`config.mk`:
```
export PLATFORM = sky130hd
export DESIGN_NAME = seq_status
export DESIGN_NICKNAME = d
export VERILOG_FILES = /design/src/seq_pkg.sv /design/src/seq_mem.sv /design/src/seq_status.sv
export SDC_FILE = /design/constraint.sdc
export NUM_CORES = 1
export LEC_CHECK = 0
export BUFFER_PORTS_ARGS = -buffer_cell sky130_fd_sc_hd__buf_2
export CAP_MARGIN = 5
export CORE_MARGIN = 4
export CORE_UTILIZATION = 62
export DETAILED_ROUTE_END_ITERATION = 7
export GPL_ROUTABILITY_DRIVEN = 0
export GPL_TIMING_DRIVEN = 0
export PLACE_DENSITY = 0.86
export SLEW_MARGIN = 20
export SYNTH_ARGS = -nofsm -noshare
export SYNTH_HDL_FRONTEND = slang
export SYNTH_SLANG_ARGS = --single-unit
```
`constraint.sdc`:
```
create_clock -name i_clk_sys -period 8.2 [get_ports i_clk_sys]
set_input_delay 1.23 -clock i_clk_sys [delete_from_list [all_inputs] [get_ports i_clk_sys]]
set_output_delay 1.23 -clock i_clk_sys [all_outputs]
set_load 0.02 [all_outputs]
```
`src/seq_pkg.sv`:
```
`default_nettype none

package seq_pkg;

  // Register width and number of filter positions
  localparam int COND_W = 16;

  // Condition bit positions
  localparam int COND_RSVD_LO = 0;
  localparam int COND_OUTPUT_ON = 1;
  localparam int COND_EXT_JUNCTION_VALID = 2;
  localparam int COND_SOURCE_CHANGE = 3;
  localparam int COND_INT_JUNCTION_VALID = 4;
  localparam int COND_RSVD_MID = 5;
  localparam int COND_AMP_OSCILLATING = 6;
  localparam int COND_VOLTAGE_LIMITING = 7;
  localparam int COND_CURRENT_LIMITING = 8;
  localparam int COND_CURRENT_INPUT_DETECTED = 9;
  localparam int COND_JUNCTION_SENSOR_CONNECTED = 10;
  localparam int COND_TOP_USED = 10;

  // Reset values of the register bank
  localparam logic [15:0] COND_RST = 16'h0000;
  localparam logic [15:0] EVENT_RST = 16'h0000;
  localparam logic [15:0] ENABLE_RST = 16'h0000;

  // Source change hold time
  localparam longint CLK_HZ = 200_000_000;
  localparam longint SRC_CHG_MS = 500;
  localparam longint SRC_CHG_CYC = SRC_CHG_MS * CLK_HZ / 1000;

  // Transition filter modes; first value is the reset mode
  typedef enum logic [1:0] {
    SEQ_NEVER,
    SEQ_RISE,
    SEQ_FALL,
    SEQ_BOTH
  } seq_filt_mode_t;

  // One error queue entry: error number and message index
  typedef struct packed {
    logic [9:0] num;
    logic [5:0] msg;
  } seq_err_entry_t;

  // Fixed entries
  localparam logic [9:0] ERR_OVF_NUM = 10'h15e;
  localparam logic [5:0] ERR_OVF_MSG = 6'h01;
  localparam logic [9:0] ERR_NONE_NUM = 10'h000;
  localparam logic [5:0] ERR_NONE_MSG = 6'h00;

endpackage : seq_pkg

`default_nettype wire

```
`src/seq_mem.sv`:
```
`default_nettype none

module seq_mem #(
  parameter int WIDTH = 8,
  parameter int DEPTH = 16,
  localparam int AW = $clog2(DEPTH)
) (
  // Clock and reset
  input wire logic i_clk_sys,
  input wire logic i_rst,
  // Write side
  input wire logic i_we,
  input wire logic [AW-1:0] i_waddr,
  input wire logic [WIDTH-1:0] i_wdata,
  // Read side, data one cycle after the strobe
  input wire logic i_re,
  input wire logic [AW-1:0] i_raddr,
  output logic [WIDTH-1:0] o_rdata
);

  logic [WIDTH-1:0] mem [DEPTH];

  // Array has no reset so it can map onto block memory
  always_ff @(posedge i_clk_sys) begin
    if (i_we) begin
      mem[i_waddr] <= i_wdata;
    end
  end

  // Read-first: a same-address write shows next time
  always_ff @(posedge i_clk_sys or posedge i_rst) begin
    if (i_rst) begin
      o_rdata <= '0;
    end else if (i_re) begin
      o_rdata <= mem[i_raddr];
    end
  end

endmodule : seq_mem

`default_nettype wire

```
`src/seq_status.sv`:
```
`default_nettype none

module seq_status #(
  parameter longint SRC_CHG_CYCLES = seq_pkg::SRC_CHG_CYC,
  parameter int OQ_DEPTH = 64,
  parameter int EQ_DEPTH = 8
) (
  // Clock and reset
  input wire logic i_clk_sys,
  input wire logic i_rst,
  // Condition pins, asynchronous
  input wire logic i_output_on,
  input wire logic i_ext_junction_valid,
  input wire logic i_int_junction_valid,
  input wire logic i_amp_oscillating,
  input wire logic i_voltage_limiting,
  input wire logic i_current_limiting,
  input wire logic i_current_input_detected,
  input wire logic i_junction_sensor_connected,
  // Output setting changed, one-cycle pulse
  input wire logic i_setting_changed,
  // Transition filter and enable writes, event read-clear
  input wire logic i_filt_wr,
  input wire logic [4:0] i_filt_suffix,
  input wire seq_pkg::seq_filt_mode_t i_filt_mode,
  input wire logic i_ese_wr,
  input wire logic [15:0] i_ese_data,
  input wire logic i_eer_rd,
  // Message handling events
  input wire logic i_cls,
  input wire logic i_msg_received,
  input wire logic i_deadlock,
  input wire logic i_dev_clear,
  input wire logic i_restart,
  // Output queue
  input wire logic i_oq_push,
  input wire logic [7:0] i_oq_data,
  input wire logic i_oq_pop,
  output logic [7:0] o_oq_data,
  output logic o_oq_valid,
  output logic o_oq_full,
  // Error queue
  input wire logic i_err_push,
  input wire seq_pkg::seq_err_entry_t i_err_entry,
  input wire logic i_err_pop,
  output seq_pkg::seq_err_entry_t o_err_entry,
  output logic o_err_valid,
  // Registers and status byte bits
  output logic [15:0] o_condition,
  output logic [15:0] o_ext_event,
  output logic o_ext_summary,
  output logic o_msg_avail,
  output logic o_err_avail
);

  localparam int CW = $clog2(SRC_CHG_CYCLES + 1);
  localparam int OAW = $clog2(OQ_DEPTH);
  localparam int EAW = $clog2(EQ_DEPTH);
  localparam logic [OAW:0] OQ_FULL = (OAW + 1)'(OQ_DEPTH);
  localparam logic [EAW:0] EQ_FULL = (EAW + 1)'(EQ_DEPTH);
  localparam logic [CW-1:0] SRC_LOAD = CW'(SRC_CHG_CYCLES);

  typedef struct packed {
    logic [7:0] sync1;
    logic [7:0] sync2;
    logic [CW-1:0] src_cnt;
    logic [15:0] cond;
    logic [15:0] eer;
    logic [15:0] ese;
    seq_pkg::seq_filt_mode_t [15:0] mode;
    logic [OAW-1:0] oq_wr;
    logic [OAW-1:0] oq_rd;
    logic [OAW:0] oq_cnt;
    logic oq_pend;
    logic [7:0] oq_data;
    logic oq_valid;
    logic oq_full;
    logic [EAW-1:0] eq_wr;
    logic [EAW-1:0] eq_rd;
    logic [EAW:0] eq_cnt;
    logic eq_pend;
    logic eq_none;
    seq_pkg::seq_err_entry_t eq_data;
    logic eq_valid;
    logic summary;
    logic msg_avail;
    logic err_avail;
  } seq_state_t;

  seq_state_t state_reg;
  seq_state_t state_next;

  // Pin order inside the synchroniser
  logic [7:0] pin_raw;
  assign pin_raw = {i_junction_sensor_connected, i_current_input_detected,
                    i_current_limiting, i_voltage_limiting, i_amp_oscillating,
                    i_int_junction_valid, i_ext_junction_valid, i_output_on};

  // Memory ports
  logic oq_we;
  logic oq_re;
  logic [OAW-1:0] oq_wa;
  logic [7:0] oq_rdata;
  logic eq_we;
  logic eq_re;
  logic [EAW-1:0] eq_wa;
  seq_pkg::seq_err_entry_t eq_wd;
  seq_pkg::seq_err_entry_t eq_rdata;

  // Queue housekeeping terms, output-on rise and event clear base
  logic oq_clr;
  logic oq_pop_ok;
  logic oq_push_ok;
  logic [OAW-1:0] oq_bwr;
  logic [OAW:0] oq_bcnt;
  logic eq_clr;
  logic eq_pop_ok;
  logic eq_push_ok;
  logic eq_ovf;
  logic [EAW-1:0] eq_bwr;
  logic [EAW:0] eq_bcnt;
  logic out_rise;
  logic [15:0] ev_base;

  // Edge decode of one filter position
  function automatic logic edge_hit(input seq_pkg::seq_filt_mode_t mode,
                                    input logic old_v, input logic new_v);
    logic hit;
    hit = 1'b0;
    unique case (mode)
      seq_pkg::SEQ_NEVER: hit = 1'b0;
      seq_pkg::SEQ_RISE: hit = ~old_v & new_v;
      seq_pkg::SEQ_FALL: hit = old_v & ~new_v;
      seq_pkg::SEQ_BOTH: hit = old_v ^ new_v;
    endcase
    return hit;
  endfunction : edge_hit

  // All next-state logic
  always_comb begin
    state_next = state_reg;
    // Two-stage synchroniser on the condition pins
    state_next.sync1 = pin_raw;
    state_next.sync2 = state_reg.sync1;

    // Source change: retriggered hold timer
    out_rise = state_reg.sync2[0] & ~state_reg.cond[seq_pkg::COND_OUTPUT_ON];
    if (out_rise || i_setting_changed) begin
      state_next.src_cnt = SRC_LOAD;
    end else if (state_reg.src_cnt != '0) begin
      state_next.src_cnt = state_reg.src_cnt - 1'b1;
    end

    // Condition register; unused positions stay zero
    state_next.cond = seq_pkg::COND_RST;
    state_next.cond[seq_pkg::COND_OUTPUT_ON] = state_reg.sync2[0];
    state_next.cond[seq_pkg::COND_EXT_JUNCTION_VALID] = state_reg.sync2[1];
    state_next.cond[seq_pkg::COND_SOURCE_CHANGE] = state_next.src_cnt != '0;
    state_next.cond[seq_pkg::COND_INT_JUNCTION_VALID] = state_reg.sync2[2];
    state_next.cond[seq_pkg::COND_AMP_OSCILLATING] = state_reg.sync2[3];
    state_next.cond[seq_pkg::COND_VOLTAGE_LIMITING] = state_reg.sync2[4];
    state_next.cond[seq_pkg::COND_CURRENT_LIMITING] = state_reg.sync2[5];
    state_next.cond[seq_pkg::COND_CURRENT_INPUT_DETECTED] = state_reg.sync2[6];
    state_next.cond[seq_pkg::COND_JUNCTION_SENSOR_CONNECTED] = state_reg.sync2[7];

    // Event register: a filtered edge beats a same-cycle clear
    ev_base = (i_cls || i_restart || i_eer_rd) ? seq_pkg::EVENT_RST : state_reg.eer;
    for (int k = 0; k < seq_pkg::COND_W; k++) begin
      state_next.eer[k] = (ev_base[k] |
          edge_hit(state_reg.mode[k], state_reg.cond[k], state_next.cond[k])) &
          (state_reg.mode[k] != seq_pkg::SEQ_NEVER);
    end

    // Filter mode write; suffixes outside 1..16 are ignored
    if (i_filt_wr && i_filt_suffix != 5'h00 && i_filt_suffix <= 5'h10) begin
      state_next.mode[4'(i_filt_suffix - 5'h01)] = i_filt_mode;
    end
    if (i_ese_wr) begin
      state_next.ese = i_ese_data;
    end
    state_next.summary = |(state_next.eer & state_next.ese);

    // Output queue; a push in a clearing cycle lands after the clear
    oq_clr = i_msg_received | i_deadlock | i_dev_clear | i_restart;
    oq_bwr = oq_clr ? '0 : state_reg.oq_wr;
    oq_bcnt = oq_clr ? '0 : state_reg.oq_cnt;
    oq_pop_ok = i_oq_pop & ~oq_clr & (state_reg.oq_cnt != '0);
    oq_push_ok = i_oq_push & ((oq_bcnt != OQ_FULL) | oq_pop_ok);
    oq_we = oq_push_ok;
    oq_wa = oq_bwr;
    oq_re = oq_pop_ok;
    state_next.oq_wr = oq_bwr + OAW'(oq_push_ok);
    state_next.oq_rd = (oq_clr ? '0 : state_reg.oq_rd) + OAW'(oq_pop_ok);
    state_next.oq_cnt = oq_bcnt + (OAW + 1)'(oq_push_ok) - (OAW + 1)'(oq_pop_ok);
    state_next.oq_pend = oq_pop_ok;
    state_next.oq_valid = state_reg.oq_pend & ~oq_clr;
    state_next.oq_data = state_reg.oq_pend ? oq_rdata : state_reg.oq_data;
    state_next.oq_full = state_next.oq_cnt == OQ_FULL;
    state_next.msg_avail = state_next.oq_cnt != '0;

    // Error queue; only clear-status or restart empties it
    eq_clr = i_cls | i_restart;
    eq_bwr = eq_clr ? '0 : state_reg.eq_wr;
    eq_bcnt = eq_clr ? '0 : state_reg.eq_cnt;
    eq_pop_ok = i_err_pop & ~eq_clr & (state_reg.eq_cnt != '0);
    eq_push_ok = i_err_push & ((eq_bcnt != EQ_FULL) | eq_pop_ok);
    eq_ovf = i_err_push & (eq_bcnt == EQ_FULL) & ~eq_pop_ok;
    eq_we = eq_push_ok | eq_ovf;
    eq_wa = eq_ovf ? eq_bwr - 1'b1 : eq_bwr;
    eq_wd = eq_ovf ? {seq_pkg::ERR_OVF_NUM, seq_pkg::ERR_OVF_MSG} : i_err_entry;
    eq_re = eq_pop_ok;
    state_next.eq_wr = eq_bwr + EAW'(eq_push_ok);
    state_next.eq_rd = (eq_clr ? '0 : state_reg.eq_rd) + EAW'(eq_pop_ok);
    state_next.eq_cnt = eq_bcnt + (EAW + 1)'(eq_push_ok) - (EAW + 1)'(eq_pop_ok);
    state_next.eq_pend = eq_pop_ok;
    // Reading an empty queue answers with the no-error entry
    state_next.eq_none = i_err_pop & ~eq_clr & (state_reg.eq_cnt == '0);
    state_next.eq_valid = (state_reg.eq_pend | state_reg.eq_none) & ~eq_clr;
    if (state_reg.eq_pend) begin
      state_next.eq_data = eq_rdata;
    end else if (state_reg.eq_none) begin
      state_next.eq_data = {seq_pkg::ERR_NONE_NUM, seq_pkg::ERR_NONE_MSG};
    end
    state_next.err_avail = state_next.eq_cnt != '0;
  end

  // All-zero state is the reset value, filters in never mode
  always_ff @(posedge i_clk_sys or posedge i_rst) begin
    if (i_rst) begin
      state_reg <= '0;
    end else begin
      state_reg <= state_next;
    end
  end

  // Response byte store
  seq_mem #(
    .WIDTH(8),
    .DEPTH(OQ_DEPTH)
  ) u_oq_mem (
    .i_clk_sys(i_clk_sys),
    .i_rst(i_rst),
    .i_we(oq_we),
    .i_waddr(oq_wa),
    .i_wdata(i_oq_data),
    .i_re(oq_re),
    .i_raddr(state_reg.oq_rd),
    .o_rdata(oq_rdata)
  );

  // Error entry store
  seq_mem #(
    .WIDTH($bits(seq_pkg::seq_err_entry_t)),
    .DEPTH(EQ_DEPTH)
  ) u_eq_mem (
    .i_clk_sys(i_clk_sys),
    .i_rst(i_rst),
    .i_we(eq_we),
    .i_waddr(eq_wa),
    .i_wdata(eq_wd),
    .i_re(eq_re),
    .i_raddr(state_reg.eq_rd),
    .o_rdata(eq_rdata)
  );

  // Outputs come straight from the state register
  assign o_condition = state_reg.cond;
  assign o_ext_event = state_reg.eer;
  assign o_ext_summary = state_reg.summary;
  assign o_msg_avail = state_reg.msg_avail;
  assign o_err_avail = state_reg.err_avail;
  assign o_oq_data = state_reg.oq_data;
  assign o_oq_valid = state_reg.oq_valid;
  assign o_oq_full = state_reg.oq_full;
  assign o_err_entry = state_reg.eq_data;
  assign o_err_valid = state_reg.eq_valid;

  // Cycles since reset release, for pin-latency checks
  logic [1:0] age;
  always_ff @(posedge i_clk_sys or posedge i_rst) begin
    if (i_rst) begin
      age <= 2'h0;
    end else if (age != 2'h3) begin
      age <= age + 2'h1;
    end
  end

  // Pin to condition bit takes three edges
  property p_out_on;
    @(posedge i_clk_sys) disable iff (i_rst)
    age == 2'h3 |-> o_condition[seq_pkg::COND_OUTPUT_ON] == $past(i_output_on, 3);
  endproperty
  a_out_on: assert property (p_out_on) else $error("output-on bit wrong");
  property p_ext_jv;
    @(posedge i_clk_sys) disable iff (i_rst)
    age == 2'h3 |-> o_condition[2] == $past(i_ext_junction_valid, 3);
  endproperty
  a_ext_jv: assert property (p_ext_jv) else $error("ext junction bit wrong");
  property p_int_jv;
    @(posedge i_clk_sys) disable iff (i_rst)
    age == 2'h3 |-> o_condition[4] == $past(i_int_junction_valid, 3);
  endproperty
  a_int_jv: assert property (p_int_jv) else $error("int junction bit wrong");
  property p_osc;
    @(posedge i_clk_sys) disable iff (i_rst)
    age == 2'h3 && $past(i_amp_oscillating, 3) |-> o_condition[6];
  endproperty
  a_osc: assert property (p_osc) else $error("oscillation bit missed");
  property p_vlim;
    @(posedge i_clk_sys) disable iff (i_rst)
    age == 2'h3 && $past(i_voltage_limiting, 3) |-> o_condition[7];
  endproperty
  a_vlim: assert property (p_vlim) else $error("voltage limit bit missed");
  property p_ilim;
    @(posedge i_clk_sys) disable iff (i_rst)
    age == 2'h3 && $past(i_current_limiting, 3) |-> o_condition[8];
  endproperty
  a_ilim: assert property (p_ilim) else $error("current limit bit missed");
  property p_cid;
    @(posedge i_clk_sys) disable iff (i_rst)
    age == 2'h3 && $past(i_current_input_detected, 3) |-> o_condition[9];
  endproperty
  a_cid: assert property (p_cid) else $error("current input bit missed");
  property p_junction_sensor_connected;
    @(posedge i_clk_sys) disable iff (i_rst)
    age == 2'h3 && $past(i_junction_sensor_connected, 3) |-> o_condition[10];
  endproperty
  a_junction_sensor_connected: assert property (p_junction_sensor_connected) else $error("sensor bit missed");
  property p_src_chg;
    @(posedge i_clk_sys) disable iff (i_rst)
    i_setting_changed |=> o_condition[seq_pkg::COND_SOURCE_CHANGE] [*2];
  endproperty
  a_src_chg: assert property (p_src_chg) else $error("source change not held");
  property p_fixed_zero;
    @(posedge i_clk_sys) disable iff (i_rst)
    o_condition[seq_pkg::COND_RSVD_LO] == 1'b0 && o_condition[seq_pkg::COND_RSVD_MID] == 1'b0
        && o_condition[15:seq_pkg::COND_TOP_USED + 1] == '0;
  endproperty
  a_fixed_zero: assert property (p_fixed_zero) else $error("reserved bit set");
  property p_edge_only;
    @(posedge i_clk_sys) disable iff (i_rst)
    $rose(o_ext_event[1]) |-> $changed(o_condition[1]);
  endproperty
  a_edge_only: assert property (p_edge_only) else $error("event without edge");
  property p_never;
    @(posedge i_clk_sys) disable iff (i_rst)
    state_reg.mode[1] == seq_pkg::SEQ_NEVER |=> !o_ext_event[1];
  endproperty
  a_never: assert property (p_never) else $error("never mode event set");
  property p_rise;
    @(posedge i_clk_sys) disable iff (i_rst)
    $past(state_reg.mode[1]) == seq_pkg::SEQ_RISE && $rose(o_condition[1]) |-> o_ext_event[1];
  endproperty
  a_rise: assert property (p_rise) else $error("rise edge missed");
  property p_fall;
    @(posedge i_clk_sys) disable iff (i_rst)
    $past(state_reg.mode[1]) == seq_pkg::SEQ_FALL && $fell(o_condition[1]) |-> o_ext_event[1];
  endproperty
  a_fall: assert property (p_fall) else $error("fall edge missed");
  property p_both;
    @(posedge i_clk_sys) disable iff (i_rst)
    $past(state_reg.mode[1]) == seq_pkg::SEQ_BOTH && $changed(o_condition[1])
        |-> o_ext_event[1];
  endproperty
  a_both: assert property (p_both) else $error("both edge missed");
  property p_oq_read;
    @(posedge i_clk_sys) disable iff (i_rst)
    (i_oq_pop && o_msg_avail && !oq_clr) ##1 !oq_clr |=> o_oq_valid;
  endproperty
  a_oq_read: assert property (p_oq_read) else $error("response not delivered");
  property p_oq_clear;
    @(posedge i_clk_sys) disable iff (i_rst)
    oq_clr && !i_oq_push |=> !o_msg_avail;
  endproperty
  a_oq_clear: assert property (p_oq_clear) else $error("output queue not cleared");
  property p_cls_keeps_oq;
    @(posedge i_clk_sys) disable iff (i_rst)
    i_cls && !oq_clr && !i_oq_pop && o_msg_avail |=> o_msg_avail;
  endproperty
  a_cls_keeps_oq: assert property (p_cls_keeps_oq) else $error("cls hit output queue");
  property p_mav;
    @(posedge i_clk_sys) disable iff (i_rst)
    o_msg_avail == (state_reg.oq_cnt != '0);
  endproperty
  a_mav: assert property (p_mav) else $error("message available wrong");
  property p_eq_read;
    @(posedge i_clk_sys) disable iff (i_rst)
    (i_err_pop && !eq_clr) ##1 !eq_clr |=> o_err_valid;
  endproperty
  a_eq_read: assert property (p_eq_read) else $error("error read unanswered");
  property p_ovf;
    @(posedge i_clk_sys) disable iff (i_rst)
    i_err_push && !eq_clr && !i_err_pop && state_reg.eq_cnt == EQ_FULL
        |-> eq_we && eq_wa == state_reg.eq_wr - 1'b1 && eq_wd.num == seq_pkg::ERR_OVF_NUM
        ##1 state_reg.eq_cnt == EQ_FULL;
  endproperty
  a_ovf: assert property (p_ovf) else $error("overflow entry wrong");
  property p_eq_keep;
    @(posedge i_clk_sys) disable iff (i_rst)
    o_err_avail && !eq_clr && !i_err_pop |=> o_err_avail;
  endproperty
  a_eq_keep: assert property (p_eq_keep) else $error("error queue lost");
  property p_eav;
    @(posedge i_clk_sys) disable iff (i_rst)
    o_err_avail == (state_reg.eq_cnt != '0);
  endproperty
  a_eav: assert property (p_eav) else $error("error available wrong");
  property p_summary;
    @(posedge i_clk_sys) disable iff (i_rst)
    o_ext_summary == |(o_ext_event & state_reg.ese);
  endproperty
  a_summary: assert property (p_summary) else $error("summary bit wrong");

  // Main scenarios
  property p_cov_event;
    @(posedge i_clk_sys) disable iff (i_rst) $rose(o_ext_summary);
  endproperty
  c_cov_event: cover property (p_cov_event);
  property p_cov_ovf;
    @(posedge i_clk_sys) disable iff (i_rst) eq_ovf;
  endproperty
  c_cov_ovf: cover property (p_cov_ovf);
  property p_cov_oq_full;
    @(posedge i_clk_sys) disable iff (i_rst) o_oq_full ##2 o_oq_valid;
  endproperty
  c_cov_oq_full: cover property (p_cov_oq_full);

endmodule : seq_status

`default_nettype wire

```
==> flow_metrics.tcl, run 1 <==
set metrics [dict create \
    status "completed" \
    path_delay_family "simple AND/OR/NAND/NOR gates" \
    layout-drive-gt1-share_pct 28.2 \
    post-cts-setup-buffer-count 0 \
    start_util_pct 62.9 \
    largest_register_ffs 512 \
    synth_top_area_share_pct 56.4 \
    dp_hpwl_mm 50.1 \
    tns_ps 0 \
    synth_seq_cells 842 \
    criticalPathCategory "in2reg" \
    layout_commonest_cell "edfxtp_1" \
    cts-root-buf "clkbuf_16" \
    coreArea_sq_mm 0.0541 \
    async_reset_ff_share_pct 24.0 \
    grt_pass1_vias 19800 \
    final_cell_mix "edfxtp_1 (640), dfrtp_1 (202), mux4_2 (200)" \
    die_h_um 242 \
    syn_area_per_cell_sq_um 18.2 \
    avgViaCountPerCell 6.65 \
    vias 19000 \
    finalCriticalPeriod_ps 4550 \
    drv_slew 0 \
    relSlewSlack_pct 20.7 \
    wl_per_cell_um 28.5 \
    rsz0062_at_grt "no" \
    crit_buf_inv 2 \
    hold_depth 0 \
    hp-class "reg2reg" \
    synth_area_leader_cell "edfxtp_1" \
    core.rowCount 85 \
    grt_overflow 0 \
    setup_viol 0 \
    diodes 0 \
    cts.sinks 842 \
    drt_iter0_markers 2354 \
    cp_slowest_stage_delay_ps 850 \
    timing.fmax_ghz 0.220 \
    fillers 2974 \
    finClkSkew_ps 49.4 \
    maxCapViolations 0 \
    clkLatencyLatePin_ps 640 \
    total_power_uw 9290 \
    area_growth_pct 12.6 \
    yosysUniqueCellTypes 61 \
    cp.required_ps 8450 \
    synthTopCellsByArea "edfxtp_1 (56%), dfrtp_1 (15%), mux4_2 (13%)" \
    p_leak_uw 0.0135 \
    seqCellArea_sq_mm 0.0243 \
    path_max_fanout 10 \
    clk_pin_slew_ps 60 \
    multi_input_area_sq_mm 0.00896 \
    cp-end-kind "register" \
    nets 2215 \
    synth_cells 1876 \
    ir_drop_v 0.000180 \
    path_depth 10 \
    worstPathArrival_ps 4810 \
    worst-slew-pin-transition_ps 1180 \
    grt_pass1_wl_mm 125 \
    die-area_sq_mm 0.0588 \
    power_density_mw_per_mm2 242 \
    hold_viol_final 0 \
    ant_nets 0 \
    post_cts_resized 0 \
    crit_slowest_cell "nor2_1" \
    fin_crit_sh_pct 55.5 \
    synth_edf_count 640 \
    drt-total-wl_mm 81.6 \
    htree_levels 3 \
    path_cells "buf_2 -> nor4_2 -> clkbuf_1 -> nand2_1 -> ha_1 -> nand4_1 -> o31a_1 -> nor2b_1 -> nand3_1 -> nor2_1" \
    cts_tree "built" \
    grt_max_degree 83 \
    track_usage_pct 28.2 \
    io_pins 132 \
    synthesis.area_sq_mm 0.0341 \
    dr.pass1.iters 6 \
    whs_ps 347 \
    fp.dieW_um 242 \
    startpoint_type "input port" \
    drcViolationCount 0 \
    yosys_warnings 0 \
    synthFlopType "edfxtp_1" \
    antenna_found_initial 4 \
    numCtsBuffers 82 \
    cts-hold-fix-buffers 0 \
    synth_seq_area_share_pct 71.2 \
    portBuffers 123 \
    clockBufferDepth 3 \
    r2r_cells 16 \
]
layout make-up:
type | instances | share of cell area, %
Multi-Input combinational cell | 863 | 23.3
Clock inverter | 40 | 0.848
Tap cell | 696 | 2.27
Buffer | 131 | 1.89
Sequential cell | 842 | 63.3
Inverter | 46 | 0.470
Timing Repair Buffer | 135 | 2.10
Clock buffer | 108 | 5.81
cell usage after synthesis, types with 6 or more instances:
| library cell | number |
|---|---|
| a21o_1 | 6 |
| o21ai_0 | 39 |
| mux4_2 | 200 |
| buf_1 | 13 |
| nand2_1 | 86 |
| inv_1 | 46 |
| nand2b_1 | 14 |
| nand3_1 | 32 |
| mux2i_1 | 19 |
| or4_1 | 8 |
| xnor2_1 | 23 |
| mux2_2 | 64 |
| buf_2 | 13 |
| ha_1 | 42 |
| dfrtp_1 | 202 |
| nand4_1 | 11 |
| nor2_1 | 127 |
| edfxtp_1 | 640 |
| xor2_1 | 10 |
| and2_1 | 19 |
| buf_4 | 58 |
| nor2b_1 | 17 |
| a22o_1 | 18 |
| a21oi_1 | 28 |
| or3_1 | 11 |
| clkbuf_1 | 47 |
| nor3_1 | 18 |
where the power goes:
part / total (uW) / internal (uW) / switching [uW]
clock network: 3600 / 2000 / 1610
registers: 4920 / 4790 / 130
logic: 767 / 320 / 447
total: 9290 / 7110 / 2190
path summary, 6_finish.rpt:
kind                                 startpoint             endpoint  slack [ps]
worst max-delay path                 i_deadlock  u_oq_mem.mem[22][3]        3650
worst max register to register   state_reg[142]        o_ext_summary        3980
worst min-delay path            state_next[171]      state_next[130]         350
max in group asynchronous                 i_rst       o_condition[1]        6570
worst min register to register  state_next[171]      state_next[130]         350
min in group asynchronous                 i_rst       o_err_entry[7]         580
layer usage:
layer  vias up  wire, um  share of wire [%]  track usage [%]
met3       226      7250                8.9             5.60
li1       7706         -                  -                -
met1      9868     29400                 36             37.4
met4         8      3160                3.9             9.78
met5         -        55              0.067                0
met2      1210     41700                 51             47.4
through the flow:
step                cell area [sq um]  std cells  utilization [%]  worst slack, ps
floorplan                       34100       1882                -             1460
global placement                35600       2701             65.7             -259
detailed placement              35800       2713             66.1             3110
CTS                             38300       2861             70.8             3720
global route                    38400       2861             70.9             3410
finish                          38400       2861             70.9             3650
kinds of logic after synthesis:
kind of cell / count (synthesis) / synth area share (%)
XOR/XNOR: 33 / 0.848
buffers and inverters: 177 / 2.64
adder cells (fa/ha/maj): 44 / 1.66
multiplexers: 283 / 15.9
other: 1 / 0.0110
AND/OR/NAND/NOR: 371 / 5.31
flip-flops: 842 / 71.2
AO/OA/AOI/OAI: 125 / 2.41
Power figures use the tool's default switching activity.
==> run 2: changes to the inputs <==
--- a/config.mk
+++ b/config.mk
@@ -8,11 +8,11 @@
 export BUFFER_PORTS_ARGS = -buffer_cell sky130_fd_sc_hd__buf_2
 export CAP_MARGIN = 5
 export CORE_MARGIN = 4
-export CORE_UTILIZATION = 62
+export CORE_UTILIZATION = 56
 export DETAILED_ROUTE_END_ITERATION = 7
 export GPL_ROUTABILITY_DRIVEN = 0
 export GPL_TIMING_DRIVEN = 0
-export PLACE_DENSITY = 0.86
+export PLACE_DENSITY = 0.82
 export SLEW_MARGIN = 20
 export SYNTH_ARGS = -nofsm -noshare
 export SYNTH_HDL_FRONTEND = slang
==> constraint.sdc (replaced) <==
create_clock -name i_clk_sys -period 4 [get_ports i_clk_sys]
set_input_delay 0.6 -clock i_clk_sys [delete_from_list [all_inputs] [get_ports i_clk_sys]]
set_output_delay 0.6 -clock i_clk_sys [all_outputs]
set_load 0.02 [all_outputs]
==> run 2 against run 1 <==
Effect of this change: final area increased by 1.4%; core utilization decreased by 6.3 points; wire length decreased by 4.5%; hold slack got worse by 290 ps; count of clock-buffer cells in the layout increased by 9.
==> flow_metrics.tcl, run 2 (synthesis gave the netlist of run 1 again) <==
set metrics [dict create \
    wl_per_cell_um 26.4 \
    rsz0062_at_grt "yes" \
    cp_common_cell "o21ai_1" \
    grt_overflow 0 \
    finalCriticalPeriod_ps 3850 \
    cts-root-buf "clkbuf_16" \
    hold_viol_final 0 \
    cp_slowest_stage_delay_ps 470 \
    diodes 0 \
    stdcell_area_sq_mm 0.0389 \
    core.rowCount 90 \
    avgViaCountPerCell 6.22 \
    die-area_sq_mm 0.0649 \
    clockBufferDepth 3 \
    setup_viol 0 \
    ir_drop_v 0.000434 \
    criticalPathCategory "reg2reg" \
    worst-slew-pin-transition_ps 1040 \
    layout_commonest_cell "edfxtp_1" \
    largest_register_ffs 512 \
    numCtsBuffers 82 \
    postPlaceCellArea_sq_mm 0.0360 \
    area_growth_pct 14.2 \
    start_util_pct 56.6 \
    layout-drive-gt1-share_pct 29.7 \
    cts_tree "built" \
    crit_buf_inv 1 \
    vias 18400 \
    coreArea_sq_mm 0.0602 \
    final_cell_mix "edfxtp_1 (640), dfrtp_1 (202), mux4_2 (200)" \
    fin_crit_sh_pct 96.2 \
    power_density_mw_per_mm2 499 \
    drt_iter0_markers 2362 \
    path_delay_family "simple AND/OR/NAND/NOR gates" \
    crit_slowest_cell "nor3_2" \
    worstPathArrival_ps 4360 \
    clkLatencyLatePin_ps 660 \
    io_pins 132 \
    relSlewSlack_pct 30.6 \
    htree_levels 3 \
    dr.pass1.iters 5 \
    p_leak_uw 0.0137 \
    ant_nets 0 \
    path_max_fanout 10 \
    grt_max_degree 65 \
    drcViolationCount 0 \
    whs_ps 53.1 \
    path_cells "nor3_2 -> nand4b_4 -> nor3b_2 -> buf_2 -> o21ai_1 -> nor4_2 -> nand4_1 -> ha_1 -> mux2i_1 -> nand2_1 -> o21ai_0 -> a221oi_1 -> and3_1 -> o21ai_1" \
    grt_pass1_wl_mm 119 \
    setup_ws_ps 151 \
    drv_slew 0 \
    cp.required_ps 4510 \
    track_usage_pct 24.4 \
    cp-end-kind "register" \
    finClkSkew_ps 38.0 \
    antenna_found_initial 0 \
    cts.sinks 842 \
    dp_hpwl_mm 48.7 \
    drt-total-wl_mm 78.0 \
    startpoint_type "register" \
    portBuffers 123 \
    nets 2222 \
    status "completed" \
    total_power_uw 19400 \
    pre_cts_ws_ps -975 \
    hp-class "in2reg" \
    fp.dieW_um 255 \
    die_h_um 255 \
    grt_pass1_vias 19100 \
    maxCapViolations 0 \
    clk_pin_slew_ps 60 \
    timing.fmax_ghz 0.260 \
]
## run 2: layout make-up
| type | instances | area, sq um |
|---|---|---|
| flip-flops and latches | 842 | 24300 |
| repair buffers | 142 | 905 |
| plain buffers | 131 | 726 |
| fillers | 3781 | 21300 |
| well taps | 782 | 978 |
| inverters | 46 | 176 |
| clock buffers | 117 | 2330 |
| clock inverters | 35 | 429 |
| multi-input cells | 863 | 9080 |
## run 2: worst paths after layout
| kind | from | endpoint | slack (ps) | depth (start not counted) |
|---|---|---|---|---|
| setup / recovery | state_reg[152] | o_ext_summary | 150 | 14 |
| hold / removal | i_junction_sensor_connected | state_next[176] | 50 | 1 |
| setup reg to reg | state_reg[152] | o_ext_summary | 150 | 14 |
| hold reg to reg | state_next[171] | state_next[130] | 350 | 0 |
| max in group asynchronous | i_rst | state_reg[149] | 2520 | 6 |
| min in group asynchronous | i_rst | o_err_entry[7] | 520 | 3 |
## run 2: repair_timing
item / CTS / global route
hold buffers: 1 / 0
resized for setup: 21 / 9
hold endpoints to repair: 14 / 0
setup buffers: 2 / 1
setup endpoints to repair: 453 / 325
pin swaps: 1 / 1
gates cloned: 0 / 0
## run 2: power breakdown
group | switching (uW) | internal (uW) | leakage, uW
clock | 3360 | 4450 | 0.00135
combinational | 887 | 668 | 0.00400
sequential | 243 | 9820 | 0.00831
total | 4490 | 14900 | 0.0137
## run 2: per-layer routing
metal  up-vias  GRT usage, %  share of wire (%)
li1       7728             -                  -
met1      9574          33.4                 37
met2       934          40.3                 51
met3       160          4.58                7.7
met4         0          8.76                3.4
met5         -             0                  0
## run 2: worst register-to-register path: cells and delay by family (launching register included)
kind                     cells  cell delay [ps]
AND/OR/NAND/NOR              7             1960
AO/OA/AOI/OAI                4              630
flip-flops                   1              440
adder cells (fa/ha/maj)      1              310
buffers and inverters        1              300
multiplexers                 1               60
## run 2: per-stage QoR
| stage | utilization [%] | cells | setup TNS (ps) |
|---|---|---|---|
| 2_1_floorplan | - | 1882 | 0 |
| 3_3_place_gp | 59.3 | 2787 | -476430 |
| 3_5_place_dp | 59.7 | 2802 | -391610 |
| 4_1_cts | 64.4 | 2957 | 0 |
| 5_1_grt | 64.6 | 2958 | -61.7 |
| 6_report | 64.6 | 2958 | 0 |
